File: src/lsrm_pkg.sv
// Package for the low supply reset monitor: offsets, fields, reset values, types
package lsrm_pkg;

  // Register indices (byte address = 4 * index)
  localparam logic [3:0] LSRM_IDX_STATUS  = 4'h0;
  localparam logic [3:0] LSRM_IDX_CONFIG  = 4'h1;
  localparam logic [3:0] LSRM_IDX_IRQSTAT = 4'h2;
  localparam logic [3:0] LSRM_IDX_IRQMASK = 4'h3;

  // Status register field positions
  localparam int LSRM_ST_FLAG_BIT  = 0;
  localparam int LSRM_ST_RESET_BIT = 1;

  // Configuration field positions
  localparam int LSRM_CFG_PWRD_BIT = 0;
  localparam int LSRM_CFG_RSTD_BIT = 1;
  localparam int LSRM_CFG_STOP_BIT = 2;
  localparam int LSRM_CFG_TRIP_BIT = 3;

  // Event status field positions
  localparam int LSRM_EV_FALL_BIT = 0;
  localparam int LSRM_EV_RISE_BIT = 1;

  // Values after reset
  localparam logic [3:0] LSRM_CONFIG_RST = 4'h0;
  localparam logic [1:0] LSRM_EVENT_RST  = 2'h0;
  localparam logic [1:0] LSRM_MASK_RST   = 2'h0;

  // Synchroniser depth
  localparam int LSRM_SYNC_STAGES = 3;

  // Configuration bits
  typedef struct packed {
    logic tripLevelSelect;
    logic stopModeMonitorEnable;
    logic supplyResetDisable;
    logic monitorPowerDisable;
  } lsrm_cfg_s;

  // Register port request
  typedef struct packed {
    logic [3:0] addr;
    logic [7:0] wdata;
    logic       wr;
    logic       rd;
  } lsrm_bus_s;

  // Monitor state
  typedef enum logic [1:0] {
    LSRM_IDLE  = 2'b01,
    LSRM_RESET = 2'b10
  } lsrm_state_e;

endpackage : lsrm_pkg

File: src/low_supply_reset_monitor.sv
// Digital control of the supply monitor: comparator sync, flag, reset request, registers
// Function
// RULE_01 - Monitor is active straight out of reset with default settings.
// RULE_02 - Comparator observed only while monitor power disable is clear.
// RULE_03 - Reset request when powered, resets enabled and supply below falling level.
// RULE_04 - Trip level select chooses 5 V thresholds when set, 3 V when clear.
// RULE_05 - After reset the 3 V trip selection is in use.
// RULE_06 - Selecting 5 V with supply below its rising level resets at once.
// RULE_07 - Reset request held until supply reported above rising level.
// RULE_08 - Flag is 1 below falling, 0 above rising, otherwise keeps value.
// RULE_09 - Any system reset clears the low supply flag.
// RULE_10 - The supply monitor itself never raises an interrupt request; the code raises eventIrq on unmasked flag edges.
// RULE_11 - Enabled monitor keeps working in wait mode and may reset it.
// RULE_12 - In stop mode active only if power disable clear and stop enable set.
// RULE_13 - Powered with resets disabled: flag updates, no reset request.
// RULE_14 - Comparator outputs pass a multi-stage synchroniser before use.
module low_supply_reset_monitor
  import lsrm_pkg::*;
(
  input  wire logic              sys_clk,
  input  wire logic              rst,
  input  wire lsrm_pkg::lsrm_bus_s busReq,
  output logic [7:0]             busRdata,
  input  wire logic              belowFalling5v,
  input  wire logic              aboveRising5v,
  input  wire logic              belowFalling3v,
  input  wire logic              aboveRising3v,
  input  wire logic              waitMode,
  input  wire logic              stopMode,
  output logic                   comparatorEnable,
  output logic                   tripSelect5v,
  output logic                   supplyResetRequest,
  output logic                   lowSupplyFlag,
  output logic                   eventIrq
);
  import lsrm_pkg::*;

  //////////////////////////////////////////////////////////////////////////////
  // Elaboration checks

  // Two agreeing stages behind a first one need three flops at least
  if (LSRM_SYNC_STAGES < 3) begin : g_sync_depth_check
    $error("synchroniser needs at least three stages");
  end

  // Config register holds exactly the four setting bits
  if ($bits(lsrm_cfg_s) != 4) begin : g_cfg_width_check
    $error("configuration struct must be four bits wide");
  end

  // Register request carries index, data and two strobes
  if ($bits(lsrm_bus_s) != 14) begin : g_bus_width_check
    $error("register request struct must be fourteen bits wide");
  end

  //////////////////////////////////////////////////////////////////////////////
  // Configuration and synchronisers

  lsrm_cfg_s   cfg;
  lsrm_state_e state;
  lsrm_state_e next_state;
  logic [1:0]  eventStatus;
  logic [1:0]  eventMask;
  logic [3:0]  rawCmp;
  logic [3:0]  syncCmp [LSRM_SYNC_STAGES];
  logic        belowFall;
  logic        aboveRise;
  logic        monitorActive;
  logic        prevFlag;
  logic        cfgWrite;
  logic        maskWrite;
  logic        eventRead;
  logic        fallTrip;
  logic        selectTrip;

  // Strobe decode shared by the config, mask and event status registers
  function automatic logic addrHit(input logic strobe, input logic [3:0] addr, input logic [3:0] idx);
    addrHit = strobe && (addr == idx);
  endfunction : addrHit

  assign cfgWrite  = addrHit(busReq.wr, busReq.addr, LSRM_IDX_CONFIG);
  assign maskWrite = addrHit(busReq.wr, busReq.addr, LSRM_IDX_IRQMASK);
  assign eventRead = addrHit(busReq.rd, busReq.addr, LSRM_IDX_IRQSTAT);

  // Clear reset values power the monitor on at 3 V with resets enabled
  // RULE_01 default enabled config
  // RULE_05 3 V after reset
  always_ff @(posedge sys_clk) begin
    if (rst) begin
      cfg <= lsrm_cfg_s'(LSRM_CONFIG_RST);
    end else if (cfgWrite) begin
      cfg <= lsrm_cfg_s'(busReq.wdata[3:0]);
    end
  end

  // Comparator levels, 5 V pair high, 3 V pair low
  assign rawCmp = {belowFalling5v, aboveRising5v, belowFalling3v, aboveRising3v};

  // RULE_14 three-stage sync
  // Only the later stages are read, never the possibly metastable first flop
  always_ff @(posedge sys_clk) begin
    if (rst) begin
      syncCmp[0] <= 4'h0;
    end else begin
      syncCmp[0] <= rawCmp;
    end
  end

  for (genvar s = 1; s < LSRM_SYNC_STAGES; s++) begin : g_sync_stage
    always_ff @(posedge sys_clk) begin
      if (rst) begin
        syncCmp[s] <= 4'h0;
      end else begin
        syncCmp[s] <= syncCmp[s-1];
      end
    end
  end

  // A level counts once stages two and three agree; otherwise hold
  function automatic logic agreed(input logic a, input logic b, input logic old);
    agreed = (a == b) ? a : old;
  endfunction : agreed

  // Agreement stage filters a glitch caught by only one flop
  logic [3:0] cmpStable;
  always_ff @(posedge sys_clk) begin
    if (rst) begin
      cmpStable <= 4'h0;
    end else begin
      for (int i = 0; i < 4; i++) begin
        cmpStable[i] <= agreed(syncCmp[1][i], syncCmp[2][i], cmpStable[i]);
      end
    end
  end

  //////////////////////////////////////////////////////////////////////////////
  // Threshold choice and activity

  // Both pairs are synchronised all the time, so a select change needs no resync
  // RULE_04 pick threshold pair
  // RULE_06 5 V pair used the cycle select is set
  assign belowFall = cfg.tripLevelSelect ? cmpStable[3] : cmpStable[1];
  assign aboveRise = cfg.tripLevelSelect ? cmpStable[2] : cmpStable[0];

  // RULE_02 power disable gates monitor
  // RULE_11 wait mode keeps running
  // Wait mode is deliberately left out of the gate
  // RULE_12 stop needs stop enable
  assign monitorActive = !cfg.monitorPowerDisable && (!stopMode || cfg.stopModeMonitorEnable);

  always_ff @(posedge sys_clk) begin
    if (rst) begin
      // Powered out of reset, so the supply is watched from the first edge
      comparatorEnable <= 1'b1;
      tripSelect5v     <= 1'b0;
    end else begin
      comparatorEnable <= monitorActive;
      tripSelect5v     <= cfg.tripLevelSelect;
    end
  end

  //////////////////////////////////////////////////////////////////////////////
  // Low supply flag

  // RULE_08 hysteresis flag
  // RULE_09 reset clears flag
  // RULE_13 flag kept for polling
  // Inactive monitor freezes the flag rather than trusting idle comparator levels
  always_ff @(posedge sys_clk) begin
    if (rst) begin
      lowSupplyFlag <= 1'b0;
    end else if (monitorActive) begin
      if (belowFall) begin
        lowSupplyFlag <= 1'b1;
      end else if (aboveRise) begin
        lowSupplyFlag <= 1'b0;
      end
    end
  end

  //////////////////////////////////////////////////////////////////////////////
  // Reset request machine

  // RULE_03 trip on falling level
  assign fallTrip   = belowFall;
  // RULE_06 5 V chosen while supply under its rising level
  // Registered select still shows the old choice in the cycle after the write
  assign selectTrip = !aboveRise && cfg.tripLevelSelect && !tripSelect5v;

  always_comb begin
    next_state = state;
    unique case (state)
      LSRM_IDLE: begin
        // RULE_13 no reset when disabled
        if (monitorActive && !cfg.supplyResetDisable && (fallTrip || selectTrip)) begin
          next_state = LSRM_RESET;
        end
      end
      LSRM_RESET: begin
        // RULE_07 hold until above rising
        // Needs the rising level, not just the falling level gone
        if (aboveRise) begin
          next_state = LSRM_IDLE;
        end
      end
    endcase
  end

  always_ff @(posedge sys_clk) begin
    if (rst) begin
      state <= LSRM_IDLE;
    end else begin
      state <= next_state;
    end
  end

  // RULE_03 request from state
  // RULE_11 reset ends wait mode
  // RULE_12 reset ends stop mode
  // Taken from the next state so the request rises with the flag
  always_ff @(posedge sys_clk) begin
    if (rst) begin
      supplyResetRequest <= 1'b0;
    end else begin
      supplyResetRequest <= (next_state == LSRM_RESET);
    end
  end

  //////////////////////////////////////////////////////////////////////////////
  // Event status and interrupt (rise and fall of the low supply flag)

  // Low supply flag edges; an unmasked edge raises eventIrq
  logic [1:0] evSet;
  always_ff @(posedge sys_clk) begin
    if (rst) begin
      prevFlag <= 1'b0;
    end else begin
      prevFlag <= lowSupplyFlag;
    end
  end
  // Flag and its copy both clear in reset, so no false edge follows it
  assign evSet = {prevFlag && !lowSupplyFlag, !prevFlag && lowSupplyFlag};

  // Read clears, but a new event in the same cycle wins
  always_ff @(posedge sys_clk) begin
    if (rst) begin
      eventStatus <= LSRM_EVENT_RST;
    end else if (eventRead) begin
      eventStatus <= evSet;
    end else begin
      eventStatus <= eventStatus | evSet;
    end
  end

  always_ff @(posedge sys_clk) begin
    if (rst) begin
      eventMask <= LSRM_MASK_RST;
    end else if (maskWrite) begin
      eventMask <= busReq.wdata[1:0];
    end
  end

  // RULE_10 mask reset keeps it silent
  // Nothing reaches software until it unmasks an event
  always_ff @(posedge sys_clk) begin
    if (rst) begin
      eventIrq <= 1'b0;
    end else begin
      eventIrq <= |(eventStatus & eventMask);
    end
  end

  //////////////////////////////////////////////////////////////////////////////
  // Read port

  // Read data stand only in the cycle after the strobe, zero otherwise
  always_ff @(posedge sys_clk) begin
    if (rst) begin
      busRdata <= 8'h00;
    end else if (busReq.rd) begin
      unique case (busReq.addr)
        LSRM_IDX_STATUS: begin
          busRdata <= {6'h00, supplyResetRequest, lowSupplyFlag};
        end
        LSRM_IDX_CONFIG: begin
          busRdata <= {4'h0, cfg};
        end
        LSRM_IDX_IRQSTAT: begin
          busRdata <= {6'h00, eventStatus};
        end
        LSRM_IDX_IRQMASK: begin
          busRdata <= {6'h00, eventMask};
        end
        default: begin
          busRdata <= 8'h00;
        end
      endcase
    end else begin
      busRdata <= 8'h00;
    end
  end

endmodule : low_supply_reset_monitor

File: config.mk
export PLATFORM = sky130hd
export DESIGN_NAME = low_supply_reset_monitor
export DESIGN_NICKNAME = d
export VERILOG_FILES = /design/src/lsrm_pkg.sv /design/src/low_supply_reset_monitor.sv
export SDC_FILE = /design/constraint.sdc
export NUM_CORES = 1
export LEC_CHECK = 0
export ABC_AREA = 1
export CORE_MARGIN = 8
export CORE_UTILIZATION = 25
export CTS_CLUSTER_DIAMETER = 200
export DETAILED_ROUTE_END_ITERATION = 7
export DONT_BUFFER_PORTS = 1
export PLACE_DENSITY = 0.46
export SYNTH_ARGS = -nofsm -noshare
export SYNTH_HDL_FRONTEND = slang
export SYNTH_SLANG_ARGS = --single-unit
File: constraint.sdc
create_clock -name sys_clk -period 1.2 [get_ports sys_clk]
set_clock_uncertainty 0.15 [all_clocks]
set_input_delay 0.24 -clock sys_clk [delete_from_list [all_inputs] [get_ports sys_clk]]
set_output_delay 0.24 -clock sys_clk [all_outputs]
set_load 0.02 [all_outputs]
==> results of run 1 <==
[state kept, by name, summed over array words and instances, names as in the netlist]
signal / cells
syncCmp: 12
eventMask: 2
lowSupplyFlag: 1
state: 2
cfg: 4
comparatorEnable: 1
cmpStable: 4
prevFlag: 1
eventStatus: 2
busRdata: 4
tripSelect5v: 1
eventIrq: 1
supplyResetRequest: 1
[synth_stat cells]
| library cell | n |
|---|---|
| nor2_1 | 30 |
| nor2_4 | 2 |
| o21ai_0 | 3 |
| nand3_1 | 6 |
| nand3_4 | 1 |
| dfxtp_1 | 36 |
| conb_1 | 1 |
| o31ai_1 | 1 |
| inv_1 | 29 |
| o21ai_1 | 6 |
| nand2_1 | 29 |
| nor3_1 | 2 |
| a21oi_1 | 12 |
| nand4_1 | 5 |
| nand4_2 | 1 |
| buf_2 | 3 |
| buf_4 | 4 |
| buf_6 | 1 |
[power by group through the flow]
stage,clock [mW],combinational (mW),sequential (mW)
2_1_floorplan,0,0.100,1.26
3_3_place_gp,0,0.0969,1.26
3_5_place_dp,0,0.0966,1.27
4_1_cts,0.944,0.130,1.24
5_1_grt,0.994,0.148,1.24
6_report,0.911,0.129,1.24
[worst reg2reg max path, stage by stage (launching register included)]
cell and delay [ns]:
dfxtp_1 0.30, inv_1 0.04, nor2_1 0.03, dlygate4sd3_1 0.54
[worst max path at each step]
| stage | startpoint | to | slack, ns |
|---|---|---|---|
| floorplan | tripSelect5v$_SDFF_PP0_ | supplyResetRequest$_SDFF_PP0_ | 0.14 |
| global placement | cfg[3]$_SDFFE_PP0P_ | supplyResetRequest$_SDFF_PP0_ | 0.04 |
| detailed placement | cfg[3]$_SDFFE_PP0P_ | supplyResetRequest$_SDFF_PP0_ | 0.04 |
| CTS | supplyResetRequest$_SDFF_PP0_ | supplyResetRequest | 0.0009 |
| global route | supplyResetRequest$_SDFF_PP0_ | supplyResetRequest | -0.03 |
| finish | supplyResetRequest$_SDFF_PP0_ | supplyResetRequest | 0.005 |
[area by class of cell]
| class | count | area [um2] |
|---|---|---|
| Sequential cell | 36 | 728.2 |
| Fill cell | 593 | 3470 |
| Clock buffer | 7 | 96.34 |
| Multi-Input combinational cell | 102 | 484.2 |
| Inverter | 29 | 108.9 |
| Timing Repair Buffer | 18 | 165.2 |
| Tap cell | 70 | 87.58 |
[routing by layer]
layer | share of wire | GRT usage | vias to the layer above
li1 | - | - | 564
met3 | 0.097 | 0.03401 | 6
met4 | 0.025 | 0.04985 | 0
met5 | 0 | 0 | -
met2 | 0.42 | 0.1091 | 29
met1 | 0.46 | 0.08675 | 450
[timing repair]
item                                    4_1_cts  5_1_grt
gates cloned                                  0        0
gates resized for setup                       1       11
hold endpoints to repair                     27       11
endpoints found under the setup margin        1       10
setup buffers                                 0        2
pin swaps                                     0        0
[cells by family after synthesis]
group / Yosys count / synth area share
flip-flops: 36 / 0.5348
other: 1 / 0.002783
AO/OA/AOI/OAI: 22 / 0.08357
buffers and inverters: 37 / 0.1226
AND/OR/NAND/NOR: 76 / 0.2563
[cell usage in the layout (no fill, tap or decap)]
cell type | Yosys | routed
nand2_2 | 0 | 3
dlymetal6s4s_1 | 0 | 1
a21oi_1 | 12 | 11
o21ai_0 | 3 | 3
dfxtp_1 | 36 | 30
nand2_1 | 29 | 26
conb_1 | 1 | 4
dfxtp_2 | 0 | 6
o31ai_1 | 1 | 1
o21ai_1 | 6 | 6
clkbuf_8 | 0 | 7
nand3_4 | 1 | 1
nand3_1 | 6 | 6
nor3_1 | 2 | 2
nor2_4 | 2 | 2
inv_2 | 0 | 1
nor2_1 | 30 | 30
buf_4 | 4 | 7
nand4_2 | 1 | 1
dlygate4sd3_1 | 0 | 10
inv_1 | 29 | 28
a21oi_2 | 0 | 1
nand4_1 | 5 | 5
==> metrics.txt, run 1 <==
Pleak 0.7248 nW; clk slew on worst S/H paths 0.07 ns; crit path DAT 0.80 ns; Slew Viols, Final 0; min cycle time layout 1.195 ns; PnR worst setup slack 0.005474 ns; layout cells sized above 1 0.1510; Hold Path Origin rst; setup TNS 0 ns; Post-Place Cells 242; crit-path max FO 2; 1st-pass router iterations 4; total power 2.278 mW; Comb power frac 0.056; PortBufs 0; reg2reg end syncCmp[1][3]$_SDFF_PP0_; Hold Worst Slack -0.1294 ns; vias 1049; cell area after synthesis 0.001348 mm2; Core Util, Final 0.3250; Worst Hold Class primary input to flop; Net Sw Power 487.0 uW; R2R Setup Slk 0.03 ns; Routed WL 2.720 mm; post-route clock period utilization 0.9954; DR iter-0 viols 30; vias per std cell 4.004; initial antenna violation count 0; Slowest cell on crit path dfxtp_1; latest clock arrival within the worst-skew pair 0.28 ns; row count 26; Layout area overhead 23.96%; Post-DRT Antenna Nets 0; cell depth of the worst setup path 1; H-tree levels 2; Worst setup SP type flop; grt ovf 0; CP delay by family, top flip-flops; Place WS 0.03985 ns; worst r2r src syncCmp[0][3]$_SDFF_PP0_; Ports 35; max-cap viol count 0; cell count after synthesis 172; top cell type's share of synthesized area 0.5348; Final setup viols 0; Final Hold Fails 15; Min-Delay Path Depth 1; first-pass GRT wire length 4.402 mm; P per Cell Area 1364 mW/mm2; CTS tree yes; Placer Congestion 0.7183; Finished Cell Area 0.001670 mm2; mean routed wirelength per cell 10.38 um; Clock Root Buffer clkbuf_8; share of total power in the clock network 0.400; Crit. End Element output pin; fin cells 262; Longest Clk Path Bufs 2; critical path class flop to output pin; RSZ-0062 raised after global routing true; Post-route DRC 0; post-detail-place hpwl 1.966 mm; Synth Register Bits 36; status finished with violations; CP required 0.81 ns; chip height 89.42 um; total CTS buffers 5; Worst VDD drop 0.0007028 V; total track usage 0.07512; register area share after synthesis 0.5348; pin count of the biggest net entering global routing 20; Starting Density 0.2622; # diodes 0; Die Wd 89.42 um; failing checks hold timing; P_int 1.791 mW; YS warnings 0; sw frac 0.2138; buffers plus inverters on the worst setup path 1; sequential group share of total power 0.544; Final #Nets 214; number of global-route vias before repair 927; largest cells by area after synthesis dfxtp_1, nor2_1, inv_1, nand2_1, a21oi_1; cts hold-fix bufs 15; Hold Path Sink tripSelect5v$_SDFF_PP0_; placed inst area 0.001428 mm2; worst reg2reg path depth 3; clock sinks 36; CP Cell Sequence buf_4; unique cell type count in the Yosys netlist 18; die area 0.007995 mm2; crit-path max cell delay 0.37 ns; Mean Syn Cell Area 7.835 um2; Max Freq 837.2 MHz; area of the core 0.005140 mm2; largest area contributor in the synthesized netlist dfxtp_1
Note: power is estimated with default switching activity, not from simulation.
==> run 2, diff against run 1 <==
--- a/config.mk
+++ b/config.mk
@@ -6,6 +6,7 @@
 export NUM_CORES = 1
 export LEC_CHECK = 0
 export ABC_AREA = 1
+export CORE_ASPECT_RATIO = 0.5
 export CORE_MARGIN = 8
 export CORE_UTILIZATION = 25
 export CTS_CLUSTER_DIAMETER = 200
==> run 2 against run 1 <==
Compared with the run above:
- the run still ends with hold timing left
- wire length is 5.0% higher
- critical path depth stayed put
- combinational power is 9% higher
- via count is 2.3% higher
- total power is 0.44% lower
==> metrics.txt, run 2 (same netlist as run 1, synthesis figures left out) <==
1st-pass router iterations 5 (was 4); die area 0.008138 mm2 (was 0.007995 mm2); sequential group share of total power 0.546 (was 0.544); failing checks hold timing (unchanged); Ports 35 (unchanged); total CTS buffers 5 (unchanged); H-tree levels 2 (unchanged); number of global-route vias before repair 1049 (was 927); Hold Worst Slack -0.1370 ns (was -0.1294 ns); Placer Congestion 0.8132 (was 0.7183); setup TNS 0 ns (unchanged); Worst setup SP type flop (unchanged); critical path class flop to output pin (unchanged); worst r2r src syncCmp[0][0]$_SDFF_PP0_ (was syncCmp[0][3]$_SDFF_PP0_); P per Cell Area 1331 mW/mm2 (was 1364 mW/mm2); Register Area 728.2 um2 (unchanged); latest clock arrival within the worst-skew pair 0.29 ns (was 0.28 ns); crit path DAT 0.77 ns (was 0.80 ns); CP Cell Sequence buf_6 (was buf_4); Layout area overhead 26.46% (was 23.96%); buffers plus inverters on the worst setup path 1 (unchanged); initial antenna violation count 0 (unchanged); first-pass GRT wire length 4.754 mm (was 4.402 mm); Die Wd 119.8 um (was 89.42 um); Largest Register syncCmp (unchanged); layout cells sized above 1 0.1837 (was 0.1510); Worst VDD drop 0.0004242 V (was 0.0007028 V); vias 1073 (was 1049); Pleak 0.7225 nW (was 0.7248 nW); CTS tree yes (unchanged); Slew Viols, Final 0 (unchanged); row count 19 (was 26); grt ovf 0 (unchanged); post-route clock period utilization 0.9705 (was 0.9954); RSZ-0062 raised after global routing true (unchanged); post-detail-place hpwl 2.119 mm (was 1.966 mm); # diodes 0 (unchanged); Hold Path Sink eventIrq$_SDFF_PP0_ (was tripSelect5v$_SDFF_PP0_); R2R Setup Slk 0.04 ns (was 0.03 ns); PortBufs 0 (unchanged); Final Hold Fails 14 (was 15); mean routed wirelength per cell 10.61 um (was 10.38 um); max-cap viol count 0 (unchanged); Post-route DRC 0 (unchanged); Starting Density 0.2519 (was 0.2622); status finished with violations (unchanged); Crit. End Element output pin (unchanged); share of total power in the clock network 0.392 (was 0.400); clock sinks 36 (unchanged); crit-path max cell delay 0.36 ns (was 0.37 ns); DR iter-0 viols 35 (was 30); Routed WL 2.855 mm (was 2.720 mm); Post-DRT Antenna Nets 0 (unchanged); total track usage 0.07564 (was 0.07512); number of fill cells 565 (was 593); Comb power frac 0.062 (was 0.056); P_int 1.746 mW (was 1.791 mW); chip height 67.92 um (was 89.42 um); Final setup viols 0 (unchanged); CP delay by family, top flip-flops (unchanged); max FFs per register 12 (unchanged); worst reg2reg path depth 3 (unchanged); sw frac 0.2303 (was 0.2138); Post-Place Cells 246 (was 242); pin count of the biggest net entering global routing 20 (unchanged); Max Freq 858.6 MHz (was 837.2 MHz); crit-path max FO 3 (was 2); Final #Nets 217 (was 214); reg2reg end syncCmp[1][0]$_SDFF_PP0_ (was syncCmp[1][3]$_SDFF_PP0_); Min-Delay Path Depth 1 (unchanged); min cycle time layout 1.165 ns (was 1.195 ns); clk slew on worst S/H paths 0.08 ns (was 0.07 ns); area of the core 0.005349 mm2 (was 0.005140 mm2); vias per std cell 3.989 (was 4.004); commonest non-fill, non-tap cell in the layout dfxtp_1; CP required 0.81 ns (about the same); Slowest cell on crit path dfxtp_2 (was dfxtp_1); total power 2.268 mW (was 2.278 mW); Net Sw Power 522.2 uW (was 487.0 uW); Worst Hold Class primary input to flop (unchanged); Clock Root Buffer clkbuf_8 (unchanged); area of the multi-input gates 490.5 um2 (was 484.2 um2); Longest Clk Path Bufs 2 (unchanged); fin cells 269 (was 262); commonest cells after routing, fill and taps aside dfxtp_1, nor2_1, inv_1 (was nor2_1, dfxtp_1, inv_1); Hold Path Origin rst (unchanged)
## run 2: through the flow
| stage | hold WS, ns | setup slack [ns] | instance area, um2 | utilization |
|---|---|---|---|---|
| 5_1_grt | -0.1589 | -0.03191 | 1704 | 0.3186 |
| 3_3_place_gp | 0.1643 | 0.05994 | 1439 | 0.2690 |
| 2_1_floorplan | 0.1970 | 0.1385 | 1359 | - |
| 3_5_place_dp | 0.1651 | 0.03036 | 1439 | 0.2690 |
| 6_report | -0.1370 | 0.03534 | 1704 | 0.3186 |
| 4_1_cts | -0.1468 | 0.003194 | 1673 | 0.3127 |
## run 2: area by class of cell
| type | count | share of cell area |
|---|---|---|
| sequential | 36 | 0.4273 |
| clock buffer | 6 | 0.04846 |
| multi-input combinational | 102 | 0.2878 |
| timing repair buffer | 21 | 0.1109 |
| inverter | 29 | 0.06608 |
| clock inverter | 2 | 0.005874 |
| tap | 73 | 0.05360 |
## run 2: per-layer routing
metal / global-route usage / part of all wire / up-vias
met1: 0.08033 / 0.47 / 471
met4: 0.04160 / 0.017 / 0
met3: 0.03374 / 0.062 / 4
met5: 0 / 0 / -
li1: - / - / 570
met2: 0.1285 / 0.45 / 28
## run 2: timing repair
item,4_1_cts,5_1_grt
endpoints found under the setup margin,1,11
hold buffers,14,1
pin swaps,0,3
gates resized for setup,1,14
hold endpoints to repair,27,13
buffers inserted,0,4
## run 2: worst max path at each step
stage,from,end,slack [ns],cells after the start
4_1_cts,supplyResetRequest$_SDFF_PP0_,supplyResetRequest,0.003,1
2_1_floorplan,tripSelect5v$_SDFF_PP0_,supplyResetRequest$_SDFF_PP0_,0.14,7
5_1_grt,cfg[3]$_SDFFE_PP0P_,supplyResetRequest$_SDFF_PP0_,-0.03,6
6_report,lowSupplyFlag$_SDFFE_PP0P_,lowSupplyFlag,0.04,1
3_5_place_dp,busReq[13],eventStatus[0]$_SDFF_PP0_,0.03,4
3_3_place_gp,busReq[13],eventStatus[0]$_SDFF_PP0_,0.06,4
## run 2: power groups by stage
stage	registers [mW]	clock network, mW	logic [mW]
after floorplan	1.26	0	0.100
after global placement	1.26	0	0.0979
after detailed placement	1.27	0	0.100
after CTS	1.24	0.917	0.132
after global routing	1.24	0.977	0.160
final	1.24	0.888	0.141
==> run 3, diff against run 2 <==
--- a/config.mk
+++ b/config.mk
@@ -12,7 +12,8 @@
 export CTS_CLUSTER_DIAMETER = 200
 export DETAILED_ROUTE_END_ITERATION = 7
 export DONT_BUFFER_PORTS = 1
-export PLACE_DENSITY = 0.46
+export PLACE_DENSITY_LB_ADDON = 0.05
+export RECOVER_POWER = 100
 export SYNTH_ARGS = -nofsm -noshare
 export SYNTH_HDL_FRONTEND = slang
 export SYNTH_SLANG_ARGS = --single-unit
==> run 3 against run 2 <==
Compared with the run above:
- the flow still finishes with violations (hold timing)
- utilization down 0.80 points
- first-iteration DRC count rose by 34%
- flip-flop and latch count unchanged
- hold slack gained 0.0093 ns
- via count decreased by 2.9%
- total power down 4.5%
- die area unchanged
- design area fell by 2.5%
- combinational power down 4%
- critical path depth unchanged
- setup slack better by 0.0082 ns
- highest routed layer unchanged
==> metrics.txt, run 3 (same netlist as run 1, synthesis figures left out) <==
Max Freq 864.7 MHz (was 858.6 MHz); CP Cell Sequence buf_4 (was buf_6); number of global-route vias before repair 986 (was 1049); clock sinks 36 (unchanged); P per Cell Area 1304 mW/mm2 (was 1331 mW/mm2); Worst Hold Class primary input to flop (unchanged); Slew Viols, Final 0 (unchanged); vias 1042 (was 1073); Core Util, Final 0.3106 (was 0.3186); Placer Congestion 0.6936 (was 0.8132); DR iter-0 viols 47 (was 35); CP required 0.81 ns (about the same); Die Wd 119.8 um (unchanged); area of the core 0.005349 mm2 (unchanged); Post-route DRC 0 (unchanged); Layout area overhead 23.31% (was 26.46%); Starting Density 0.2519 (unchanged); crit-path max FO 3 (unchanged); post-detail-place hpwl 2.199 mm (was 2.119 mm); Final setup viols 0 (unchanged); min cycle time layout 1.156 ns (was 1.165 ns); CTS tree yes (unchanged); Clock Root Buffer clkbuf_8 (unchanged); latest clock arrival within the worst-skew pair 0.28 ns (was 0.29 ns); total track usage 0.07522 (was 0.07564); Hold Worst Slack -0.1277 ns (was -0.1370 ns); Routed WL 2.900 mm (was 2.855 mm); H-tree levels 2 (unchanged); grt ovf 0 (unchanged); max FFs per register 12 (unchanged); first-pass GRT wire length 4.705 mm (was 4.754 mm); row count 19 (unchanged); die area 0.008138 mm2 (unchanged); total power 2.167 mW (was 2.268 mW); mean routed wirelength per cell 10.94 um (was 10.61 um); vias per std cell 3.932 (was 3.989); crit-path max cell delay 0.35 ns (was 0.36 ns); post-route clock period utilization 0.9637 (was 0.9705); Worst VDD drop 0.0004143 V (was 0.0004242 V); Worst setup SP type flop (unchanged); RSZ-0062 raised after global routing true (unchanged); Slowest cell on crit path dfxtp_2 (unchanged); commonest cells after routing, fill and taps aside dfxtp_1, nor2_1, inv_1 (unchanged); cts hold-fix bufs 16 (was 14); commonest non-fill, non-tap cell in the layout dfxtp_1 (unchanged); initial antenna violation count 0 (unchanged); PortBufs 0 (unchanged); critical path class flop to output pin (unchanged); total CTS buffers 5 (unchanged); status finished with violations (unchanged); Largest Register syncCmp (unchanged); max-cap viol count 0 (unchanged); Final Hold Fails 13 (was 14); failing checks hold timing (unchanged); chip height 67.92 um (unchanged); 1st-pass router iterations 4 (was 5); Pleak 0.7272 nW (was 0.7225 nW); Post-DRT Antenna Nets 0 (unchanged); PnR worst setup slack 0.04357 ns (was 0.03534 ns); Final #Nets 214 (was 217); Place WS 0.02401 ns (was 0.03036 ns); crit path DAT 0.77 ns (about the same); buffers plus inverters on the worst setup path 1 (unchanged); # diodes 0 (unchanged); Longest Clk Path Bufs 2 (unchanged); Ports 35 (unchanged); layout cells sized above 1 0.1406 (was 0.1837); Crit. End Element output pin (unchanged); clk slew on worst S/H paths 0.07 ns (was 0.08 ns); pin count of the biggest net entering global routing 20 (unchanged); CP delay by family, top flip-flops (unchanged)
==> run 3: cell count changes in the layout (fill, tap and decap cells not counted), sizes merged <==
cell,previous run,this run
buf,10,7
dlygate4sd3,11,9
dlymetal6s4s,0,2
clkinv,2,1
clkinvlp,1,0
inv,28,29
==> run 3: worst register-to-register path, stage by stage, from the launching register on <==
cell and delay (ns):
dfxtp_1 0.30, inv_1 0.04, nor2_1 0.03, dlygate4sd3_1 0.53
==> run 3: worst paths after layout <==
check | cells past startpoint | start | slack (ns) | end
worst max register to register | 3 | syncCmp[0][3]$_SDFF_PP0_ | 0.04 | syncCmp[1][3]$_SDFF_PP0_
worst min-delay path | 1 | rst | -0.13 | syncCmp[2][3]$_SDFF_PP0_
worst max-delay path | 1 | lowSupplyFlag$_SDFFE_PP0P_ | 0.04 | lowSupplyFlag
worst min register to register | 2 | syncCmp[0][1]$_SDFF_PP0_ | 0.25 | syncCmp[1][1]$_SDFF_PP0_
==> run 3: timing repair <==
action / CTS / global route
pin swaps: 0 / 3
resized for setup: 1 / 14
setup buffers: 0 / 0
endpoints found under the setup margin: 1 / 9
hold endpoints to repair: 26 / 13
==> run 3: area by class of cell <==
cell class | count | area (um2)
clock buffer | 6 | 72.57
timing repair buffer | 18 | 167.7
multi-input combinational | 102 | 491.7
tap | 73 | 91.34
fill | 607 | 3687
inverter | 29 | 108.9
clock inverter | 1 | 5.005
sequential | 36 | 724.4
==> run 3: power by group <==
group	total, mW	internal [mW]	switching [mW]
registers	1.24	1.22	0.0150
logic	0.135	0.0599	0.0755
clock network	0.793	0.394	0.399
total	2.17	1.68	0.489
==> run 3: layer usage <==
metal,wire (um),vias to the layer above,track usage
met3,254,2,0.04115
li1,-,557,-
met5,0,-,0
met2,1205,23,0.1120
met1,1413,460,0.09073
met4,27,0,0.02773
==> run 3: stage by stage <==
| step | cell area (um2) | instances | hold slack [ns] | setup TNS [ns] |
|---|---|---|---|---|
| final | 1662 | 265 | -0.1277 | 0 |
| after floorplan | 1359 | 175 | 0.1970 | 0 |
| after global routing | 1662 | 265 | -0.1465 | -0.02020 |
| after detailed placement | 1446 | 247 | 0.1657 | 0 |
| after global placement | 1446 | 247 | 0.1640 | 0 |
| after CTS | 1685 | 270 | -0.1365 | 0 |
